--- src/hdl/vuf_pkg.sv ---
// Purpose: shared constants and carriers for the vbi user-data-word formatter
// Assumes: 8-bit ancillary stream, one clock hclk
// Notes:   register map is a small private block reached over AHB-Lite
package vuf_pkg;

   // ---------------------------------------------------------------
   // register map (byte addresses)
   // ---------------------------------------------------------------
   localparam logic [7:0] VUF_OFS_CTRL     = 8'h00;
   localparam logic [7:0] VUF_OFS_STATUS   = 8'h04;
   localparam logic [7:0] VUF_OFS_DID      = 8'h08;
   localparam logic [7:0] VUF_OFS_SDID_VPS = 8'h0C;
   localparam logic [7:0] VUF_OFS_SDID_WSS = 8'h10;
   localparam logic [7:0] VUF_OFS_SDID_CC  = 8'h14;
   localparam logic [7:0] VUF_OFS_COUNT    = 8'h18;

   localparam logic [7:0] VUF_RST_DID      = 8'h40;
   localparam logic [7:0] VUF_RST_SDID_VPS = 8'h01;
   localparam logic [7:0] VUF_RST_SDID_WSS = 8'h02;
   localparam logic [7:0] VUF_RST_SDID_CC  = 8'h03;
   localparam logic [2:0] VUF_RST_CTRL     = 3'h7;

   // ---------------------------------------------------------------
   // packet shape
   // ---------------------------------------------------------------
   localparam logic [7:0] VUF_ADF0      = 8'h00;
   localparam logic [7:0] VUF_ADF1      = 8'hFF;
   localparam logic [7:0] VUF_FILLER    = 8'h80;
   localparam logic [5:0] VUF_CONST_LOW = 6'h00;
   localparam logic [4:0] VUF_VPS_LEN   = 5'd12;
   localparam logic [4:0] VUF_WSS_LEN   = 5'd8;
   localparam logic [4:0] VUF_CC_LEN    = 5'd8;

   typedef enum logic [1:0] {VUF_SVC_VPS, VUF_SVC_WSS, VUF_SVC_CC} vuf_svc_type;

   // sliced vps content, one line
   typedef struct packed {
      logic [7:0] byte5;
      logic [7:0] byte11;
      logic [7:0] byte12;
      logic [7:0] byte13;
      logic [7:0] byte14;
      logic [4:0] biphase_err;   // bit n-1 = sliced byte n
      logic       start_ok;
      logic       complete;
   } vuf_vps_type;

   typedef struct packed {
      logic [13:0] bits;
      logic [13:0] biphase_err;
      logic        start_ok;
      logic        complete;
   } vuf_wss_type;

   typedef struct packed {
      logic [7:0] first;
      logic [7:0] second;
   } vuf_cc_type;

   typedef struct packed {
      logic [7:0] data;
      logic       valid;
      logic       last;
   } vuf_beat_type;

endpackage

--- src/hdl/vuf_word_prot.sv ---
// Purpose: parity protection of one user data word
// Assumes: six payload bits in, eight bits out
// Notes:   purely combinational
`timescale 1ns/1ps
module vuf_word_prot
   import vuf_pkg::*;
(
   input  wire logic [5:0] low6,
   output logic      [7:0] word
);
   wire par = ^low6;
   assign word = {~par, par, low6};
endmodule // vuf_word_prot

--- src/hdl/vuf_ahb_regs.sv ---
// Purpose: AHB-Lite slave for formatter setup and status
// Assumes: single word transfers, zero wait states
// Notes:   unmapped reads give zero, writes there are dropped
`timescale 1ns/1ps
module vuf_ahb_regs
   import vuf_pkg::*;
(
   input  wire logic        hclk,
   input  wire logic        hresetn,
   input  wire logic        hsel,
   input  wire logic [31:0] haddr,
   input  wire logic [1:0]  htrans,
   input  wire logic        hwrite,
   input  wire logic [2:0]  hsize,
   input  wire logic [31:0] hwdata,
   output logic      [31:0] hrdata,
   output logic             hreadyout,
   output logic             hresp,
   input  wire logic [3:0]  status_in,
   input  wire logic [15:0] count_in,
   output logic      [2:0]  ctrl_en,
   output logic      [7:0]  did,
   output logic      [7:0]  sdid_vps,
   output logic      [7:0]  sdid_wss,
   output logic      [7:0]  sdid_cc
);
   logic       wr_pend;
   logic [7:0] wr_addr;
   wire        take  = hsel & htrans[1];
   wire [7:0]  a     = haddr[7:0];
   wire [31:0] rd_val = (a == VUF_OFS_CTRL)     ? {29'h0, ctrl_en} :
                        (a == VUF_OFS_STATUS)   ? {28'h0, status_in} :
                        (a == VUF_OFS_DID)      ? {24'h0, did} :
                        (a == VUF_OFS_SDID_VPS) ? {24'h0, sdid_vps} :
                        (a == VUF_OFS_SDID_WSS) ? {24'h0, sdid_wss} :
                        (a == VUF_OFS_SDID_CC)  ? {24'h0, sdid_cc} :
                        (a == VUF_OFS_COUNT)    ? {16'h0, count_in} : 32'h0;
   assign hreadyout = 1'b1;
   assign hresp     = 1'b0;

   always_ff @(posedge hclk or negedge hresetn) begin
      if (!hresetn) begin
         wr_pend <= 1'b0;
         wr_addr <= 8'h00;
         hrdata  <= 32'h0;
      end else begin
         wr_pend <= take & hwrite;
         wr_addr <= a;
         if (take && !hwrite) begin
            hrdata <= rd_val;
         end
      end
   end

   always_ff @(posedge hclk or negedge hresetn) begin
      if (!hresetn) begin
         ctrl_en  <= VUF_RST_CTRL;
         did      <= VUF_RST_DID;
         sdid_vps <= VUF_RST_SDID_VPS;
         sdid_wss <= VUF_RST_SDID_WSS;
         sdid_cc  <= VUF_RST_SDID_CC;
      end else if (wr_pend) begin
         if (wr_addr == VUF_OFS_CTRL) begin
            ctrl_en <= hwdata[2:0];
         end else if (wr_addr == VUF_OFS_DID) begin
            did <= hwdata[7:0];
         end else if (wr_addr == VUF_OFS_SDID_VPS) begin
            sdid_vps <= hwdata[7:0];
         end else if (wr_addr == VUF_OFS_SDID_WSS) begin
            sdid_wss <= hwdata[7:0];
         end else if (wr_addr == VUF_OFS_SDID_CC) begin
            sdid_cc <= hwdata[7:0];
         end
      end
   end
endmodule // vuf_ahb_regs

--- src/hdl/vuf_formatter.sv ---
// Purpose: builds VPS, WSS and caption ancillary packets for the 8-bit stream
// Assumes: slicer presents one line of data with a one-cycle strobe per service
// Notes:   one packet at a time; strobes arriving while busy are counted and dropped, except in the cycle the checksum is taken
//
// Function
// - payload bit 6 is even parity of bits 5..0, bit 7 its inverse
// - VPS packet: header, twelve payload bytes in fixed order, checksum
// - VPS byte 1 holds reserved bits of sliced byte 5
// - VPS byte 2 holds sound and rating bits
// - VPS bytes 3 and 4 hold day, month msb, line address id
// - VPS bytes 5 and 6 hold start hour and month low bits
// - VPS bytes 7 and 8 hold start minute and nationality high bits
// - VPS bytes 9 and 10 hold program source and nationality low bits
// - VPS bytes 11 and 12 hold bi-phase error flags and valid flag
// - VPS valid only when start code matched and whole payload sliced
// - erroneous VPS bytes still output data, with their error flag set
// - WSS packet has eight bytes; first aspect ratio, second group-1 error
// - WSS bytes 3 and 4 hold enhanced services and group-2 error
// - WSS byte 5 holds subtitle bits and group-3 error flag
// - WSS byte 6 is constant 80h
// - WSS byte 7 holds reserved bits and group-4 error; byte 8 valid
// - WSS group error set when any bit of that group had bi-phase error
// - WSS valid only when start code matched and whole payload sliced
// - caption packet: four nibble bytes, parity, constant, two fillers, checksum
// - caption parity byte holds first flag in bit 0, second in bit 1
// - caption constant byte is 80h
// - fillers carry 80h
// - checksum is seven-bit sum of id, sdid, count, payload; bit 7 inverted bit 6
// - data count gives four-byte groups in six bits, parity protected
`timescale 1ns/1ps
module vuf_formatter
   import vuf_pkg::*;
(
   input  wire logic        hclk,
   input  wire logic        hresetn,
   input  wire logic        hsel,
   input  wire logic [31:0] haddr,
   input  wire logic [1:0]  htrans,
   input  wire logic        hwrite,
   input  wire logic [2:0]  hsize,
   input  wire logic [31:0] hwdata,
   output logic      [31:0] hrdata,
   output logic             hreadyout,
   output logic             hresp,
   input  wire vuf_vps_type vps_in,
   input  wire logic        vps_strobe,
   input  wire vuf_wss_type wss_in,
   input  wire logic        wss_strobe,
   input  wire vuf_cc_type  cc_in,
   input  wire logic        cc_strobe,
   input  wire logic        out_ready,
   output vuf_beat_type     anc_out,
   output logic             busy
);

   // ---------------------------------------------------------------
   // registers
   // ---------------------------------------------------------------
   logic [2:0]  ctrl_en;
   logic [7:0]  did;
   logic [7:0]  sdid_vps;
   logic [7:0]  sdid_wss;
   logic [7:0]  sdid_cc;
   logic [7:0]  pkt_cnt;
   logic [7:0]  drop_cnt;
   logic [3:0]  last_flags;

   vuf_ahb_regs u_regs (
      .hclk      (hclk),
      .hresetn   (hresetn),
      .hsel      (hsel),
      .haddr     (haddr),
      .htrans    (htrans),
      .hwrite    (hwrite),
      .hsize     (hsize),
      .hwdata    (hwdata),
      .hrdata    (hrdata),
      .hreadyout (hreadyout),
      .hresp     (hresp),
      .status_in (last_flags),
      .count_in  ({drop_cnt, pkt_cnt}),
      .ctrl_en   (ctrl_en),
      .did       (did),
      .sdid_vps  (sdid_vps),
      .sdid_wss  (sdid_wss),
      .sdid_cc   (sdid_cc)
   );

   // ---------------------------------------------------------------
   // payload assembly, six low bits per word
   // ---------------------------------------------------------------
   typedef enum {ST_IDLE, ST_ADF0, ST_ADF1, ST_ADF2, ST_DID, ST_SDID, ST_DC,
                 ST_UDW, ST_CS} vuf_state_type;
   vuf_state_type state;
   vuf_state_type next_state;

   logic [5:0]  pay [0:11];
   logic [5:0]  next_pay [0:11];
   logic        next_word_is_const [0:11];
   logic        is_const [0:11];
   logic [4:0]  pay_len;
   logic [4:0]  next_len;
   logic [4:0]  idx;
   logic [7:0]  sdid_lat;
   logic [6:0]  sum;
   vuf_svc_type next_svc;

   wire vps_go = vps_strobe & ctrl_en[0];
   wire wss_go = wss_strobe & ctrl_en[1];
   wire cc_go  = cc_strobe  & ctrl_en[2];
   wire any_go = vps_go | wss_go | cc_go;

   // vps fields
   wire [7:0] b5 = vps_in.byte5;
   wire [7:0] b11 = vps_in.byte11;
   wire [7:0] b12 = vps_in.byte12;
   wire [7:0] b13 = vps_in.byte13;
   wire [7:0] b14 = vps_in.byte14;
   // fresh per line, from the present strobe only
   wire       vps_valid = vps_in.start_ok & vps_in.complete;

   // wss group errors
   wire [3:0] wss_grp_err = {|wss_in.biphase_err[13:11], |wss_in.biphase_err[10:8],
                             |wss_in.biphase_err[7:4], |wss_in.biphase_err[3:0]};
   wire       wss_valid = wss_in.start_ok & wss_in.complete;

   // caption parity flags: odd parity expected, flag set on failure
   wire       cc_par_first  = ~(^cc_in.first);
   wire       cc_par_second = ~(^cc_in.second);

   always_comb begin
      for (int i = 0; i < 12; i++) begin
         next_pay[i] = 6'h00;
         next_word_is_const[i] = 1'b0;
      end
      next_len = VUF_VPS_LEN;
      next_svc = VUF_SVC_VPS;
      if (vps_go) begin
         next_pay[0]  = {2'b00, b5[3:0]};
         next_pay[1]  = {2'b00, b5[7:4]};
         next_pay[2]  = {2'b00, b11[3:0]};
         next_pay[3]  = {2'b00, b11[7:4]};
         next_pay[4]  = {2'b00, b12[3:0]};
         next_pay[5]  = {2'b00, b12[7:4]};
         next_pay[6]  = {2'b00, b13[3:0]};
         next_pay[7]  = {2'b00, b13[7:4]};
         next_pay[8]  = {2'b00, b14[3:0]};
         next_pay[9]  = {2'b00, b14[7:4]};
         next_pay[10] = {2'b00, vps_in.biphase_err[3:0]};
         next_pay[11] = {4'h0, vps_valid, vps_in.biphase_err[4]};
      end else if (wss_go) begin
         next_svc = VUF_SVC_WSS;
         next_len = VUF_WSS_LEN;
         next_pay[0] = {2'b00, wss_in.bits[3:0]};
         next_pay[1] = {5'h00, wss_grp_err[0]};
         next_pay[2] = {2'b00, wss_in.bits[7:4]};
         next_pay[3] = {5'h00, wss_grp_err[1]};
         next_pay[4] = {2'b00, wss_grp_err[2], wss_in.bits[10:8]};
         next_word_is_const[5] = 1'b1;
         next_pay[6] = {2'b00, wss_grp_err[3], wss_in.bits[13:11]};
         next_pay[7] = {5'h00, wss_valid};
      end else begin
         next_svc = VUF_SVC_CC;
         next_len = VUF_CC_LEN;
         next_pay[0] = {2'b00, cc_in.first[3:0]};
         next_pay[1] = {2'b00, cc_in.first[7:4]};
         next_pay[2] = {2'b00, cc_in.second[3:0]};
         next_pay[3] = {2'b00, cc_in.second[7:4]};
         next_pay[4] = {4'h0, cc_par_second, cc_par_first};
         next_word_is_const[5] = 1'b1;
         next_word_is_const[6] = 1'b1;
         next_word_is_const[7] = 1'b1;
      end
   end

   // ---------------------------------------------------------------
   // word protection and checksum
   // ---------------------------------------------------------------
   wire [7:0] udw_word;
   wire [7:0] dc_word;
   wire [5:0] cur_pay = pay[idx[3:0]];

   vuf_word_prot u_udw (
      .low6 (cur_pay),
      .word (udw_word)
   );

   vuf_word_prot u_dc (
      .low6 ({3'h0, pay_len[4:2]}),
      .word (dc_word)
   );

   wire [7:0] udw_byte = is_const[idx[3:0]] ? VUF_FILLER : udw_word;
   wire [6:0] cs_low   = sum;
   wire [7:0] cs_word  = {~cs_low[6], cs_low};

   // ---------------------------------------------------------------
   // sequencer
   // ---------------------------------------------------------------
   // a shown beat is only replaced once taken, so a stalled checksum is never lost
   wire       adv      = !anc_out.valid | out_ready;
   wire       accept   = (state == ST_IDLE) & adv & any_go;
   wire       udw_last = (idx == pay_len - 5'd1);

   always_comb begin
      next_state = state;
      case (state)
         ST_IDLE: begin
            if (any_go) begin
               next_state = ST_ADF0;
            end
         end
         ST_ADF0: next_state = ST_ADF1;
         ST_ADF1: next_state = ST_ADF2;
         ST_ADF2: next_state = ST_DID;
         ST_DID:  next_state = ST_SDID;
         ST_SDID: next_state = ST_DC;
         ST_DC:   next_state = ST_UDW;
         ST_UDW: begin
            if (udw_last) begin
               next_state = ST_CS;
            end
         end
         ST_CS:   next_state = ST_IDLE;
         default: next_state = ST_IDLE;
      endcase
   end

   // byte that leaves in the current state
   wire [7:0] beat_byte = (state == ST_ADF0) ? VUF_ADF0 :
                          (state == ST_DID)  ? did :
                          (state == ST_SDID) ? sdid_lat :
                          (state == ST_DC)   ? dc_word :
                          (state == ST_UDW)  ? udw_byte :
                          (state == ST_CS)   ? cs_word : VUF_ADF1;
   wire       in_pkt    = (state != ST_IDLE);
   wire [6:0] add_term  = (state == ST_DID || state == ST_SDID ||
                           state == ST_DC  || state == ST_UDW) ? beat_byte[6:0] : 7'h00;

   always_ff @(posedge hclk or negedge hresetn) begin
      if (!hresetn) begin
         state <= ST_IDLE;
         idx   <= 5'd0;
         sum   <= 7'h00;
      end else if (adv) begin
         state <= next_state;
         idx   <= (state == ST_UDW) ? idx + 5'd1 : 5'd0;
         sum   <= (state == ST_IDLE) ? 7'h00 : sum + add_term;
      end
   end

   // capture of one line, fresh on each accepted strobe
   always_ff @(posedge hclk or negedge hresetn) begin
      if (!hresetn) begin
         for (int i = 0; i < 12; i++) begin
            pay[i]      <= 6'h00;
            is_const[i] <= 1'b0;
         end
         pay_len  <= VUF_VPS_LEN;
         sdid_lat <= 8'h00;
      end else if (accept) begin
         for (int i = 0; i < 12; i++) begin
            pay[i]      <= next_pay[i];
            is_const[i] <= next_word_is_const[i];
         end
         pay_len  <= next_len;
         sdid_lat <= (next_svc == VUF_SVC_VPS) ? sdid_vps :
                     (next_svc == VUF_SVC_WSS) ? sdid_wss : sdid_cc;
      end
   end

   // output stage and statistics
   always_ff @(posedge hclk or negedge hresetn) begin
      if (!hresetn) begin
         anc_out    <= '0;
         busy       <= 1'b0;
         pkt_cnt    <= 8'h00;
         drop_cnt   <= 8'h00;
         last_flags <= 4'h0;
      end else begin
         // busy until the last beat has left, not only the sequencer
         busy <= adv ? (next_state != ST_IDLE) || in_pkt : in_pkt || anc_out.valid;
         if (adv) begin
            anc_out.valid <= in_pkt;
            anc_out.data  <= in_pkt ? beat_byte : 8'h00;
            anc_out.last  <= (state == ST_CS);
         end
         if (adv && state == ST_CS) begin
            pkt_cnt <= pkt_cnt + 8'h01;
         end
         if (any_go && !accept) begin
            drop_cnt <= drop_cnt + 8'h01;
         end
         if (accept && vps_go) begin
            last_flags[1:0] <= {vps_valid, |vps_in.biphase_err};
         end else if (accept && wss_go) begin
            last_flags[3:2] <= {wss_valid, |wss_grp_err};
         end
      end
   end

endmodule // vuf_formatter

--- config.mk ---
export PLATFORM = sky130hd
export DESIGN_NAME = vuf_formatter
export DESIGN_NICKNAME = d
export VERILOG_FILES = /design/src/hdl/vuf_pkg.sv /design/src/hdl/vuf_word_prot.sv /design/src/hdl/vuf_ahb_regs.sv /design/src/hdl/vuf_formatter.sv
export SDC_FILE = /design/constraint.sdc
export NUM_CORES = 1
export LEC_CHECK = 0
export ABC_AREA = 0
export ABC_CLOCK_PERIOD_IN_PS = 4580
export BUFFER_PORTS_ARGS = -buffer_cell sky130_fd_sc_hd__buf_2
export CAP_MARGIN = 20
export CORE_MARGIN = 4
export CORE_UTILIZATION = 50
export CTS_BUF_LIST = sky130_fd_sc_hd__clkbuf_4
export DETAILED_ROUTE_END_ITERATION = 8
export PLACE_DENSITY = 0.74
export SLEW_MARGIN = 20
export SYNTH_ARGS = -nofsm -noshare
export SYNTH_HDL_FRONTEND = slang
export SYNTH_HIERARCHICAL = 1
export SYNTH_SLANG_ARGS = --single-unit
--- constraint.sdc ---
create_clock -name hclk -period 4.58 [get_ports hclk]
set_clock_uncertainty 0.1 [all_clocks]
set_input_delay 0.229 -clock hclk [delete_from_list [all_inputs] [get_ports hclk]]
set_output_delay 0.229 -clock hclk [all_outputs]
set_load 0.05 [all_outputs]
==> out/summary.txt <==
status - complete, no violations
setup TNS - 0 ns
EDFF count, synth - 0
vias per std cell - 5.55
worst-case clock buffer depth - 2
Worst Hold Endpoint - pay[48]
Crit Path Class - flop to flop
final max-slew violation count - 0
Critical R2R Launch - state[11]
Cells after DPL - 1326
drt pass-1 iters - 5
antenna violations before repair - 1
vias in the first global route - 8177
CTS HTree Levels - 4
Crit Path Max Fanout - 106
top area cells in the synthesized netlist - dfrtp_1 47%, nand2_1 5.8%, mux2_2 4.7%, a21oi_1 2.8%, xnor2_1 2.7%
Synth Area per Inst - 10.2 um^2
die extent in y - 148 um
Setup crit start kind - flop
core area - 19400 um^2
CP Capture Type - flop
hold violation count in the final report - 0
nets - 1365
max-cap violations - 0
TritonCTS clock tree - yes
worst vdd ir - 0.211 mV
Routed WL - 25400 um
Mapped Area - 9840 um^2
Area growth, synth to finish - 22.7%
final cell count without fillers - 1464
area leader, netlist - dfrtp_1
DIE AREA - 22000 um^2
CTS Root Cell - clkbuf_4
hpwl dp - 16700 um
max_slew headroom - 0.254
fin crit share - 0.942
sequential share of the synthesized area - 0.489
Sequential Power Share - 0.483
via count - 8118
Port Buf Inserts - 144
most numerous cell in the Yosys netlist - dfrtp_1
initial core utilization - 0.507
site row count - 51
total CTS buffers - 17
worst r2r path cells - 9
clock share of power - 0.243
Top Ports - 215
clk_lat worst skew - 0.61 ns
synth cell count leaders - 183 x dfrtp_1, 153 x nand2_1, 55 x a21oi_1, 51 x o21ai_1, 49 x clkbuf_1
Post-Syn Instances - 964
measured slew at the worst slew-check pin - 1.11 ns
Seq cells post-synth - 192
Yosys cell types - 71
DIE WIDTH - 148 um
synth warn - 6
Remaining Overflow, GRT - 0
CP Data Required Time - 4.97 ns
routability cong. - 0.849
Worst Path Arrival - 4.70 ns
Async SR Flop Fraction - 1.00
WHS Path Cells - 5
Synth top area share - 0.465
r2r setup slk - 0.27 ns
Max Clk Rate - 232 MHz
GR met1 Demand/Resource - 0.322
Worst-path clk slew - 0.18 ns
DRC viols - 0
PD cells - 333 nW/um^2
top_reg_cell synth - dfrtp_1
Final min period - 4.31 ns
largest net degree at the start of global routing - 126
GRT Total Usage - 0.236
GRT met3 Usage - 0.0463
first-pass GRT wire length - 41600 um
Initial DRC Count - 525
wire per inst - 17.3 um
Antenna Violating Nets Remaining - 0
Min Hold Slack - 0.0511 ns
hold crit path type - primary input to flop
GR met2 Demand/Resource - 0.380
Comb pwr share - 0.274
worst r2r dst - pay[32]
busiest grt layer - met2
hold_sp - cc_in[4]
Sw Share - 0.352
CTS sink cnt - 192
Finished Core Util - 0.623
RSZ-0062 raised after global routing - no
Final Setup Violations - 0
share of layout cells above drive strength 1 - 0.231
Leakage Power - 0.00571 uW
Int Power - 2600 uW
total power draw - 4020 uW
Switching Power - 1420 uW
[worst max-delay path, stage by stage (launching register included)]
cell	delay, ns
dfrtp_1	0.41
or4_4	0.54
or3_4	0.43
nor3_2	0.11
buf_4	0.20
and3_1	0.56
nand2_4	0.71
a22oi_1	0.42
o21ai_1	0.11
dlygate4sd3_1	0.60
[power by group through the flow]
stage / Sequential (uW) / Clock [uW] / Combinational [uW]
6_report: 1940 / 977 / 1100
2_1_floorplan: 2000 / 0 / 702
3_5_place_dp: 1970 / 0 / 1020
5_1_grt: 1970 / 1070 / 1220
4_1_cts: 1940 / 997 / 1090
3_3_place_gp: 1970 / 0 / 999
[metrics by stage]
step | instance area [um^2] | setup slack [ns]
6_report | 12100 | 0.268
5_1_grt | 12100 | 0.0521
4_1_cts | 12000 | 0.0966
3_5_place_dp | 10700 | 0.418
3_3_place_gp | 10700 | 0.533
2_1_floorplan | 9950 | 0.476
[layout make-up]
class                      instances  area, um^2
multi-input combinational        695        4630
inverter                          16        60.1
timing repair buffer             263        1920
fill                            1562        7320
clock buffer                      17         128
antenna                            1        2.50
tap                              265         332
clock inverter                    15         190
sequential                       192        4820
[routing by layer]
| layer | share of wire | routed length, um |
|---|---|---|
| met5 | 0 | 0 |
| met4 | 0.025 | 628 |
| met3 | 0.057 | 1450 |
| met2 | 0.48 | 12300 |
| met1 | 0.43 | 11000 |
[logic make-up after synthesis]
| kind of cell | Yosys count | synth area share |
|---|---|---|
| AND/OR/NAND/NOR | 315 | 0.163 |
| flip-flops | 192 | 0.489 |
| other | 4 | 0.00152 |
| XOR/XNOR | 40 | 0.0430 |
| multiplexers | 68 | 0.0872 |
| AO/OA/AOI/OAI | 230 | 0.150 |
| adder cells (fa/ha/maj) | 10 | 0.0135 |
| buffers and inverters | 105 | 0.0527 |
[placed cells by master, fill, tap and decap left out, types with 14 or more instances in the layout]
cell,count
dfrtp_1,183
nor2_1,28
xnor2_1,30
buf_4,15
clkbuf_4,17
nand2b_1,15
mux2i_1,16
and2_1,32
dlygate4sd3_1,101
o21ai_0,20
o21ai_1,51
nand3_1,16
a22oi_1,14
nand2_1,152
buf_2,143
conb_1,32
a21oi_1,55
a22o_1,15
mux2_2,41
inv_1,14
[timing repair]
| item | in CTS | in global routing |
|---|---|---|
| setup buffers | 0 | 3 |
| hold buffers | 100 | 1 |
| endpoints found under the hold margin | 237 | 31 |
| resized for setup | 0 | 0 |
| endpoints found under the setup margin | 0 | 1 |
[sequential cells by signal, indices dropped and copies added, names as in the netlist, 4 cells and up]
signal and count:
anc_out 10, cs_low 7, drop_cnt 8, idx 5, last_flags 4, pay 46, pkt_cnt 8, sdid_lat 8
state 32, u_regs/did 8, u_regs/hrdata 16, u_regs/sdid_cc 8, u_regs/sdid_vps 8, u_regs/sdid_wss 8, u_regs/wr_addr 8
[how the worst max path moves through the flow]
stage | start | end | slack [ns]
detailed placement | idx[0] | cs_low[6] | 0.42
floorplan | idx[0] | cs_low[6] | 0.48
global route | idx[0] | cs_low[6] | 0.05
global placement | idx[0] | cs_low[6] | 0.53
finish | state[11] | pay[32] | 0.27
CTS | state[8] | pay[45] | 0.1
Power figures use the tool's default switching activity.
